<file path="src/rtl/rio_pkg.sv">
// Constants shared by the remote I/O status and gating block
package rio_pkg;
    localparam int ADDR_W = 4;
    localparam int DATA_W = 32;
    // Register byte offsets
    localparam logic [3:0] REG_CTRL   = 4'h0;
    localparam logic [3:0] REG_STATUS = 4'h4;
    localparam logic [3:0] REG_PROG   = 4'h8;
    // Control register fields
    localparam int CTRL_W          = 3;
    localparam int CTRL_CONFIGURED = 0;
    localparam int CTRL_SOURCE     = 1;
    localparam int CTRL_CONSOLE    = 2;
    localparam logic [2:0] CTRL_RESET_VAL = 3'h0;
    // Pulsed command positions, shared by both remotes
    localparam int CMD_W     = 7;
    localparam int CMD_RESET = 0;
    localparam int CMD_PAUSE = 1;
    localparam int CMD_START = 2;
    localparam int CMD_HOME  = 3;
    localparam int CMD_CAL   = 4;
    localparam int CMD_MON   = 5;
    localparam int CMD_MOFF  = 6;
    localparam int PROG_W    = 4;
    localparam int STATUS_W  = 15;
    localparam logic [3:0] PROG_RESET_VAL = 4'h0;
    // AXI responses
    localparam logic [1:0] RESP_OKAY   = 2'h0;
    localparam logic [1:0] RESP_SLVERR = 2'h2;
    // Controller states
    typedef enum logic [3:0] {
        ST_RESET   = 4'b0001,
        ST_RUN     = 4'b0010,
        ST_PAUSING = 4'b0100,
        ST_PAUSED  = 4'b1000
    } rio_state_t;
    // Operation under way while running
    typedef enum logic [2:0] {
        OP_PROG = 3'b001,
        OP_HOME = 3'b010,
        OP_CAL  = 3'b100
    } rio_op_t;
endpackage : rio_pkg

</file>
<file path="src/rtl/rio_reg_if.sv">
// Register access carrier between the bus slave and the register file
`timescale 1ns/100ps
interface rio_reg_if;
    logic                       wr_en;
    logic [rio_pkg::ADDR_W-1:0] wr_addr;
    logic [rio_pkg::DATA_W-1:0] wr_data;
    logic [3:0]                 wr_strb;
    logic                       wr_ok;
    logic [rio_pkg::ADDR_W-1:0] rd_addr;
    logic [rio_pkg::DATA_W-1:0] rd_data;
    logic                       rd_ok;
    modport bus  (output wr_en, wr_addr, wr_data, wr_strb, rd_addr, input wr_ok, rd_data, rd_ok);
    modport regs (input wr_en, wr_addr, wr_data, wr_strb, rd_addr, output wr_ok, rd_data, rd_ok);
endinterface : rio_reg_if

</file>
<file path="src/rtl/rio_remote_status.sv">
// Remote discrete I/O status outputs and command gating
`timescale 1ns/100ps
module rio_remote_status (
    input  wire logic                       mclk,
    input  wire logic                       rst,
    input  wire logic [rio_pkg::ADDR_W-1:0] s_axi_awaddr,
    input  wire logic                       s_axi_awvalid,
    output logic                            s_axi_awready,
    input  wire logic [rio_pkg::DATA_W-1:0] s_axi_wdata,
    input  wire logic [3:0]                 s_axi_wstrb,
    input  wire logic                       s_axi_wvalid,
    output logic                            s_axi_wready,
    output logic [1:0]                      s_axi_bresp,
    output logic                            s_axi_bvalid,
    input  wire logic                       s_axi_bready,
    input  wire logic [rio_pkg::ADDR_W-1:0] s_axi_araddr,
    input  wire logic                       s_axi_arvalid,
    output logic                            s_axi_arready,
    output logic [rio_pkg::DATA_W-1:0]      s_axi_rdata,
    output logic [1:0]                      s_axi_rresp,
    output logic                            s_axi_rvalid,
    input  wire logic                       s_axi_rready,
    input  wire logic [rio_pkg::CMD_W-1:0]  par_cmd,
    input  wire logic [rio_pkg::PROG_W-1:0] par_prog,
    input  wire logic [rio_pkg::CMD_W-1:0]  opu_cmd,
    input  wire logic                       auto_mode,
    input  wire logic                       teach_mode,
    input  wire logic                       estop_active,
    input  wire logic                       door_open,
    input  wire logic                       at_home,
    input  wire logic                       motion_stopped,
    input  wire logic                       op_done,
    input  wire logic                       error_event,
    output logic                            st_reset,
    output logic                            st_pause,
    output logic                            st_run,
    output logic                            st_home,
    output logic [rio_pkg::PROG_W-1:0]      st_prog,
    output logic                            st_cal,
    output logic                            st_motor,
    output logic                            st_error,
    output logic                            st_estop,
    output logic                            st_door,
    output logic                            st_auto,
    output logic                            st_teach,
    output logic                            hold_exec,
    output logic                            motor_power_en
);
    rio_reg_if regs ();

    logic [rio_pkg::CTRL_W-1:0] ctrl;
    logic [rio_pkg::CMD_W-1:0]  par_rise;
    logic [rio_pkg::CMD_W-1:0]  opu_rise;
    logic [rio_pkg::PROG_W-1:0] prog_sel;
    logic [rio_pkg::CMD_W-1:0]  cmd;
    logic [rio_pkg::PROG_W-1:0] prog;
    logic [rio_pkg::STATUS_W-1:0] status_word;
    rio_pkg::rio_state_t        state;
    rio_pkg::rio_state_t        next_state;
    rio_pkg::rio_op_t           op;
    rio_pkg::rio_op_t           next_op;
    logic                       motor_on;
    logic                       err;
    logic                       par_ok;
    logic                       opu_ok;
    logic                       console_ok;
    logic                       bad_motion;

    rio_axil_slave u_axil (
        .mclk    (mclk),
        .rst     (rst),
        .awaddr  (s_axi_awaddr),
        .awvalid (s_axi_awvalid),
        .awready (s_axi_awready),
        .wdata   (s_axi_wdata),
        .wstrb   (s_axi_wstrb),
        .wvalid  (s_axi_wvalid),
        .wready  (s_axi_wready),
        .bresp   (s_axi_bresp),
        .bvalid  (s_axi_bvalid),
        .bready  (s_axi_bready),
        .araddr  (s_axi_araddr),
        .arvalid (s_axi_arvalid),
        .arready (s_axi_arready),
        .rdata   (s_axi_rdata),
        .rresp   (s_axi_rresp),
        .rvalid  (s_axi_rvalid),
        .rready  (s_axi_rready),
        .regs    (regs.bus)
    );

    // Command inputs pass through two flops before any edge or gate logic
    rio_sync_edge #(.W(rio_pkg::CMD_W)) u_par_sync (
        .mclk  (mclk),
        .rst   (rst),
        .din   (par_cmd),
        .level (),
        .rise  (par_rise)
    );

    rio_sync_edge #(.W(rio_pkg::CMD_W)) u_opu_sync (
        .mclk  (mclk),
        .rst   (rst),
        .din   (opu_cmd),
        .level (),
        .rise  (opu_rise)
    );

    rio_sync_edge #(.W(rio_pkg::PROG_W)) u_prog_sync (
        .mclk  (mclk),
        .rst   (rst),
        .din   (par_prog),
        .level (prog_sel),
        .rise  ()
    );

    // Register file
    assign status_word = {st_teach, st_auto, st_door, st_estop, st_error, st_motor, st_cal,
                          st_home, st_run, st_pause, st_reset, prog};
    assign regs.wr_ok  = (regs.wr_addr == rio_pkg::REG_CTRL) || (regs.wr_addr == rio_pkg::REG_STATUS)
                         || (regs.wr_addr == rio_pkg::REG_PROG);

    always_comb begin
        regs.rd_ok   = 1'b1;
        regs.rd_data = '0;
        unique case (regs.rd_addr)
            rio_pkg::REG_CTRL:   regs.rd_data[rio_pkg::CTRL_W-1:0]   = ctrl;
            rio_pkg::REG_STATUS: regs.rd_data[rio_pkg::STATUS_W-1:0] = status_word;
            rio_pkg::REG_PROG:   regs.rd_data[rio_pkg::PROG_W-1:0]   = prog;
            default:             regs.rd_ok = 1'b0;
        endcase
    end

    always_ff @(posedge mclk or posedge rst) begin
        if (rst) begin
            ctrl <= rio_pkg::CTRL_RESET_VAL;
        end else if (regs.wr_en && regs.wr_addr == rio_pkg::REG_CTRL && regs.wr_strb[0]) begin
            ctrl <= regs.wr_data[rio_pkg::CTRL_W-1:0];
        end
    end

    // Acceptance of remote commands
    assign console_ok = auto_mode & ~teach_mode & ctrl[rio_pkg::CTRL_CONSOLE];
    assign par_ok     = console_ok & ctrl[rio_pkg::CTRL_SOURCE] & ctrl[rio_pkg::CTRL_CONFIGURED];
    assign opu_ok     = console_ok & ~ctrl[rio_pkg::CTRL_SOURCE];
    assign cmd        = (par_rise & {rio_pkg::CMD_W{par_ok}}) | (opu_rise & {rio_pkg::CMD_W{opu_ok}});
    assign bad_motion = (cmd[rio_pkg::CMD_HOME] | cmd[rio_pkg::CMD_CAL]) & ~motor_on;

    // Controller sequencing
    always_comb begin
        next_state = state;
        next_op    = op;
        unique case (state)
            rio_pkg::ST_RESET: begin
                if (!estop_active && !err && !bad_motion) begin
                    if (cmd[rio_pkg::CMD_START]) begin
                        next_state = rio_pkg::ST_RUN;
                        next_op    = rio_pkg::OP_PROG;
                    end else if (cmd[rio_pkg::CMD_HOME]) begin
                        next_state = rio_pkg::ST_RUN;
                        next_op    = rio_pkg::OP_HOME;
                    end else if (cmd[rio_pkg::CMD_CAL]) begin
                        next_state = rio_pkg::ST_RUN;
                        next_op    = rio_pkg::OP_CAL;
                    end
                end
            end
            rio_pkg::ST_RUN: begin
                if (estop_active || op_done) begin
                    next_state = rio_pkg::ST_RESET;
                end else if (cmd[rio_pkg::CMD_PAUSE]) begin
                    next_state = rio_pkg::ST_PAUSING;
                end
            end
            rio_pkg::ST_PAUSING: begin
                if (estop_active) begin
                    next_state = rio_pkg::ST_RESET;
                end else if (motion_stopped) begin
                    next_state = rio_pkg::ST_PAUSED;
                end
            end
            rio_pkg::ST_PAUSED: begin
                if (estop_active || cmd[rio_pkg::CMD_RESET]) begin
                    next_state = rio_pkg::ST_RESET;
                end else if (cmd[rio_pkg::CMD_START]) begin
                    next_state = rio_pkg::ST_RUN;
                end
            end
            default: next_state = rio_pkg::ST_RESET;
        endcase
    end

    always_ff @(posedge mclk or posedge rst) begin
        if (rst) begin
            state <= rio_pkg::ST_RESET;
            op    <= rio_pkg::OP_PROG;
        end else begin
            state <= next_state;
            op    <= next_op;
        end
    end

    // Program number is taken from the parallel remote when a program starts while the parallel remote is the chosen source
    always_ff @(posedge mclk or posedge rst) begin
        if (rst) begin
            prog <= rio_pkg::PROG_RESET_VAL;
        end else if (state == rio_pkg::ST_RESET && next_op == rio_pkg::OP_PROG
                     && next_state == rio_pkg::ST_RUN && par_ok) begin
            prog <= prog_sel;
        end
    end

    // Motor power, dropped by an emergency stop
    always_ff @(posedge mclk or posedge rst) begin
        if (rst) begin
            motor_on <= 1'b0;
        end else if (estop_active || (state == rio_pkg::ST_RESET && cmd[rio_pkg::CMD_MOFF])) begin
            motor_on <= 1'b0;
        end else if (state == rio_pkg::ST_RESET && cmd[rio_pkg::CMD_MON]) begin
            motor_on <= 1'b1;
        end
    end

    // Error latch; a new error wins over a reset in the same cycle
    always_ff @(posedge mclk or posedge rst) begin
        if (rst) begin
            err <= 1'b0;
        end else if (error_event || (state == rio_pkg::ST_RESET && bad_motion)) begin
            err <= 1'b1;
        end else if (cmd[rio_pkg::CMD_RESET]) begin
            err <= 1'b0;
        end
    end

    // Status outputs, independent of mode and console choice
    always_ff @(posedge mclk or posedge rst) begin
        if (rst) begin
            st_reset       <= 1'b0;
            st_pause       <= 1'b0;
            st_run         <= 1'b0;
            st_home        <= 1'b0;
            st_prog        <= rio_pkg::PROG_RESET_VAL;
            st_cal         <= 1'b0;
            st_motor       <= 1'b0;
            st_error       <= 1'b0;
            st_estop       <= 1'b0;
            st_door        <= 1'b0;
            st_auto        <= 1'b0;
            st_teach       <= 1'b0;
            hold_exec      <= 1'b0;
            motor_power_en <= 1'b0;
        end else begin
            st_reset       <= state == rio_pkg::ST_RESET;
            st_pause       <= state == rio_pkg::ST_PAUSED;
            st_run         <= state == rio_pkg::ST_RUN;
            st_home        <= at_home;
            st_prog        <= prog;
            st_cal         <= state == rio_pkg::ST_RUN && op == rio_pkg::OP_CAL;
            st_motor       <= motor_on;
            st_error       <= err;
            st_estop       <= estop_active;
            st_door        <= door_open;
            st_auto        <= auto_mode;
            st_teach       <= teach_mode;
            hold_exec      <= state == rio_pkg::ST_PAUSING || state == rio_pkg::ST_PAUSED;
            motor_power_en <= motor_on;
        end
    end
endmodule : rio_remote_status

</file>
<file path="src/rtl/rio_sync_edge.sv">
// Two-stage synchroniser with rising-edge detect
`timescale 1ns/100ps
module rio_sync_edge #(
    parameter int W = 1
) (
    input  wire logic         mclk,
    input  wire logic         rst,
    input  wire logic [W-1:0] din,
    output logic      [W-1:0] level,
    output logic      [W-1:0] rise
);
    logic [W-1:0] meta;
    logic [W-1:0] prev;

    always_ff @(posedge mclk or posedge rst) begin
        if (rst) begin
            meta  <= '0;
            level <= '0;
            prev  <= '0;
        end else begin
            meta  <= din;
            level <= meta;
            prev  <= level;
        end
    end

    assign rise = level & ~prev;
endmodule : rio_sync_edge

</file>
<file path="src/rtl/rio_axil_slave.sv">
// AXI4-Lite slave front end for the register file
`timescale 1ns/100ps
module rio_axil_slave (
    input  wire logic                       mclk,
    input  wire logic                       rst,
    input  wire logic [rio_pkg::ADDR_W-1:0] awaddr,
    input  wire logic                       awvalid,
    output logic                            awready,
    input  wire logic [rio_pkg::DATA_W-1:0] wdata,
    input  wire logic [3:0]                 wstrb,
    input  wire logic                       wvalid,
    output logic                            wready,
    output logic [1:0]                      bresp,
    output logic                            bvalid,
    input  wire logic                       bready,
    input  wire logic [rio_pkg::ADDR_W-1:0] araddr,
    input  wire logic                       arvalid,
    output logic                            arready,
    output logic [rio_pkg::DATA_W-1:0]      rdata,
    output logic [1:0]                      rresp,
    output logic                            rvalid,
    input  wire logic                       rready,
    rio_reg_if.bus                          regs
);
    logic aw_held;
    logic w_held;
    logic wr_fire;
    logic next_aw_held;
    logic next_w_held;
    logic next_bvalid;
    logic next_rvalid;

    assign wr_fire      = aw_held & w_held & ~bvalid;
    assign next_aw_held = aw_held ? ~wr_fire : (awvalid & awready);
    assign next_w_held  = w_held ? ~wr_fire : (wvalid & wready);
    assign next_bvalid  = wr_fire | (bvalid & ~bready);
    assign next_rvalid  = (arvalid & arready) | (rvalid & ~rready);
    assign regs.wr_en   = wr_fire;
    assign regs.rd_addr = araddr;

    always_ff @(posedge mclk or posedge rst) begin
        if (rst) begin
            aw_held      <= 1'b0;
            w_held       <= 1'b0;
            awready      <= 1'b0;
            wready       <= 1'b0;
            regs.wr_addr <= '0;
            regs.wr_data <= '0;
            regs.wr_strb <= 4'h0;
        end else begin
            aw_held <= next_aw_held;
            w_held  <= next_w_held;
            awready <= ~next_aw_held & ~next_bvalid;
            wready  <= ~next_w_held & ~next_bvalid;
            if (awvalid && awready) begin
                regs.wr_addr <= awaddr;
            end
            if (wvalid && wready) begin
                regs.wr_data <= wdata;
                regs.wr_strb <= wstrb;
            end
        end
    end

    always_ff @(posedge mclk or posedge rst) begin
        if (rst) begin
            bvalid <= 1'b0;
            bresp  <= rio_pkg::RESP_OKAY;
        end else begin
            bvalid <= next_bvalid;
            if (wr_fire) begin
                bresp <= regs.wr_ok ? rio_pkg::RESP_OKAY : rio_pkg::RESP_SLVERR;
            end
        end
    end

    always_ff @(posedge mclk or posedge rst) begin
        if (rst) begin
            rvalid  <= 1'b0;
            arready <= 1'b0;
            rdata   <= '0;
            rresp   <= rio_pkg::RESP_OKAY;
        end else begin
            rvalid  <= next_rvalid;
            arready <= ~next_rvalid;
            if (arvalid && arready) begin
                rdata <= regs.rd_data;
                rresp <= regs.rd_ok ? rio_pkg::RESP_OKAY : rio_pkg::RESP_SLVERR;
            end
        end
    end
endmodule : rio_axil_slave

</file>
<file path="config.mk">
export PLATFORM = sky130hd
export DESIGN_NAME = rio_remote_status
export DESIGN_NICKNAME = d
export VERILOG_FILES = /design/src/rtl/rio_pkg.sv /design/src/rtl/rio_reg_if.sv /design/src/rtl/rio_remote_status.sv /design/src/rtl/rio_sync_edge.sv /design/src/rtl/rio_axil_slave.sv
export SDC_FILE = /design/constraint.sdc
export NUM_CORES = 1
export LEC_CHECK = 0
export ABC_AREA = 1
export BUFFER_PORTS_ARGS = -buffer_cell sky130_fd_sc_hd__buf_2
export CORE_MARGIN = 4
export CORE_UTILIZATION = 40
export DETAILED_ROUTE_END_ITERATION = 7
export REMOVE_ABC_BUFFERS = 1
export SYNTH_ARGS = -nofsm -noshare
export SYNTH_HDL_FRONTEND = slang
export SYNTH_HIERARCHICAL = 1
export SYNTH_SLANG_ARGS = --single-unit
</file>
<file path="constraint.sdc">
create_clock -name mclk -period 6.5 [get_ports mclk]
set_input_delay 0.325 -clock mclk [delete_from_list [all_inputs] [get_ports mclk]]
set_output_delay 0.325 -clock mclk [all_outputs]
set_load 0.005 [all_outputs]
</file>
==> impl_results.md <==
* Status: finished, final reports clean
* Number of buffers created by CTS at 17
* Clk slew on worst S/H paths at 50 ps
* CTS tree: yes
* Number of rows created at floorplan at 40
* Tightest Hold Check Type: primary input to flop
* Height of the die at 120 um
* Library cell appearing most often on the critical path: sky130_fd_sc_hd__nand2_2
* Total Wirelength at 9520 um
* Ordered cell list for the critical path: nand2_2 > nor2_4 > nand2_2 > o21ai_4 > inv_2 > nand2_2 > nand4_2 > a21oi_4 > nand3_4 > nand2_1 > nand2_1
* Via count of the first global-routing pass at 3522
* Total die area at 14500 um^2
* Tmin final at 1800 ps
* CP Class: flop to flop
* Number of instances in the placed design at 771
* Die X at 120 um
* Routability Congestion at 0.797
* Highest-delay cell along the critical path: sky130_fd_sc_hd__dfrtp_1
* CTS resizes at 0
* Syn Inst Count at 504
* Maximum number of pins on one net before global-route repair at 50
* Clock sink count at 131
* Warnings from Yosys at 6
* Number of buffers added on ports at 100
* Final setup TNS at 0 ps
* Crit path arrival time at 2090 ps
* Post-Syn Area at 5040 um^2
* Starting DRT DRC Count at 190
* Worst skew pair latency at 420 ps
* Net count reported at finish at 713
* Count of non-filler cells in the finished layout at 815
* Worst-Margin Slew at 1030 ps
* Standby leakage power at 0.00347 uW
* Final worst path period share at 27.6%
* Syn_area_per_cell at 10.0 um^2
* I/O pin total at 135
* Largest clock skew in the final design at 20.0 ps
* Area grow syn2layout at 27.4%
* Clk buf depth at 2
* Maximum VDD drop at 227 uV
* Final setup violating endpoints at 0
* Global-route wire length before repair at 16700 um
* Tot GR Track Use at 14.6%
* Total overflow reported by the global router at 0
* Via density per instance at 4.29
* Maximum operating frequency at 557 MHz
* Sum of net half-perimeters after detailed placement at 6730 um
* Unrepaired setup endpoints after global routing: false
* CORE AREA at 12200 um^2
* Power Total at 2190 uW
* Initial antenna violation count at 0
* CTS Hold Bufs at 11
* Antenna-violating nets left at 0
* Fraction of final layout cells sized beyond drive strength 1 at 26.4%
* Final hold viol count at 0
* Number of vias in the routed layout at 3499
* Inserted Diodes at 0
* Total power per unit cell area at 340 nW/um^2
* Crit path max fanout at 7
* Element type at the critical path start: flop
* Detailed Routing Iterations Pass 1 at 5
* Endpoint type of the worst setup path: flop
* Number of max-slew violations in the final report at 0
* DR WL/cell at 11.7 um
* Master cell of the clock root buffer: sky130_fd_sc_hd__clkbuf_16
* H-tree level count at 4
* Maximum capacitance violations at 0
* Max transition margin at 31.1%
* Effective utilization at floorplan at 41.5%
* Required time at the endpoint of the critical path at 6790 ps
* Post-CTS setup repair buffer count at 0
* Remaining design rule violation count at 0
* Largest incremental delay on the critical path at 370 ps
## worst max-delay path: cells and delay by family (launching register included)
kind                   cells  cell delay (ps)
buffers and inverters      1               80
and+or+nand+nor            8              770
AOI/OAI and AO/OA          2              460
DFF                        1              370
## cells in the final DEF, fill, tap and decap left out, drive strengths merged, types with 4 or more instances in the layout
| cell | count |
|---|---|
| nand2 | 167 |
| dfrtp | 129 |
| buf | 101 |
| inv | 69 |
| nor2 | 43 |
| nand3 | 27 |
| clkbuf | 20 |
| conb | 19 |
| o21ai | 16 |
| dlygate4sd3 | 14 |
| nand4 | 10 |
| a21oi | 5 |
| bufinv | 4 |
| clkinv | 4 |
## final cells by class
cell class,count,area (um^2)
inverter,70,265
clock buffer,20,457
multi-input combinational,301,1410
sequential,131,3280
clock inverter,10,158
fill,1141,5740
tap,168,210
timing repair buffer,115,648
## final timing paths
check,to,cells after the start,start,slack (ps)
max in group asynchronous,u_axil/rdata[4],3,rst,5090
min in group asynchronous,u_prog_sync/level[2],3,rst,430
max reg2reg,prog[3],11,ctrl[2],4700
min reg2reg,u_par_sync/level[4],0,u_par_sync/meta[4],340
max,prog[3],11,ctrl[2],4700
min,u_par_sync/meta[0],1,par_cmd[0],20
## sequential cells by signal, summed over array words and instances (netlist names), 3 cells and up
register             cells
u_axil/rdata            32
u_opu_sync/level         7
u_opu_sync/meta          7
u_opu_sync/prev          7
u_par_sync/level         7
u_par_sync/meta          7
u_par_sync/prev          7
prog                     4
st_prog                  4
state                    4
u_axil/regs.wr_addr      4
u_prog_sync/level        4
u_prog_sync/meta         4
ctrl                     3
op                       3
u_axil/regs.wr_data      3
## power breakdown
group	total, uW	internal, uW	switching, uW	leakage (uW)
Combinational	237	96.1	141	0.00156
Clock	982	655	327	0.000294
Sequential	969	910	58.8	0.00161
## through the flow
stage	utilization (%)	worst slack [ps]	cell area (um^2)	hold WS [ps]
global route	52.8	4510	6430	1.09
floorplan	-	4940	4950	141
detailed placement	46.6	4630	5670	330
CTS	52.6	4680	6400	0.253
finish	52.8	4700	6430	19.3
global placement	46.6	4640	5670	318
## routing by layer
layer	track usage, %	wire, um	up-vias
met2	22.0	4550	99
met4	5.95	62	0
li1	-	-	1795
met1	19.1	4310	1600
met3	5.43	600	5
met5	0	0	-
(Power assumes the default switching activity.)
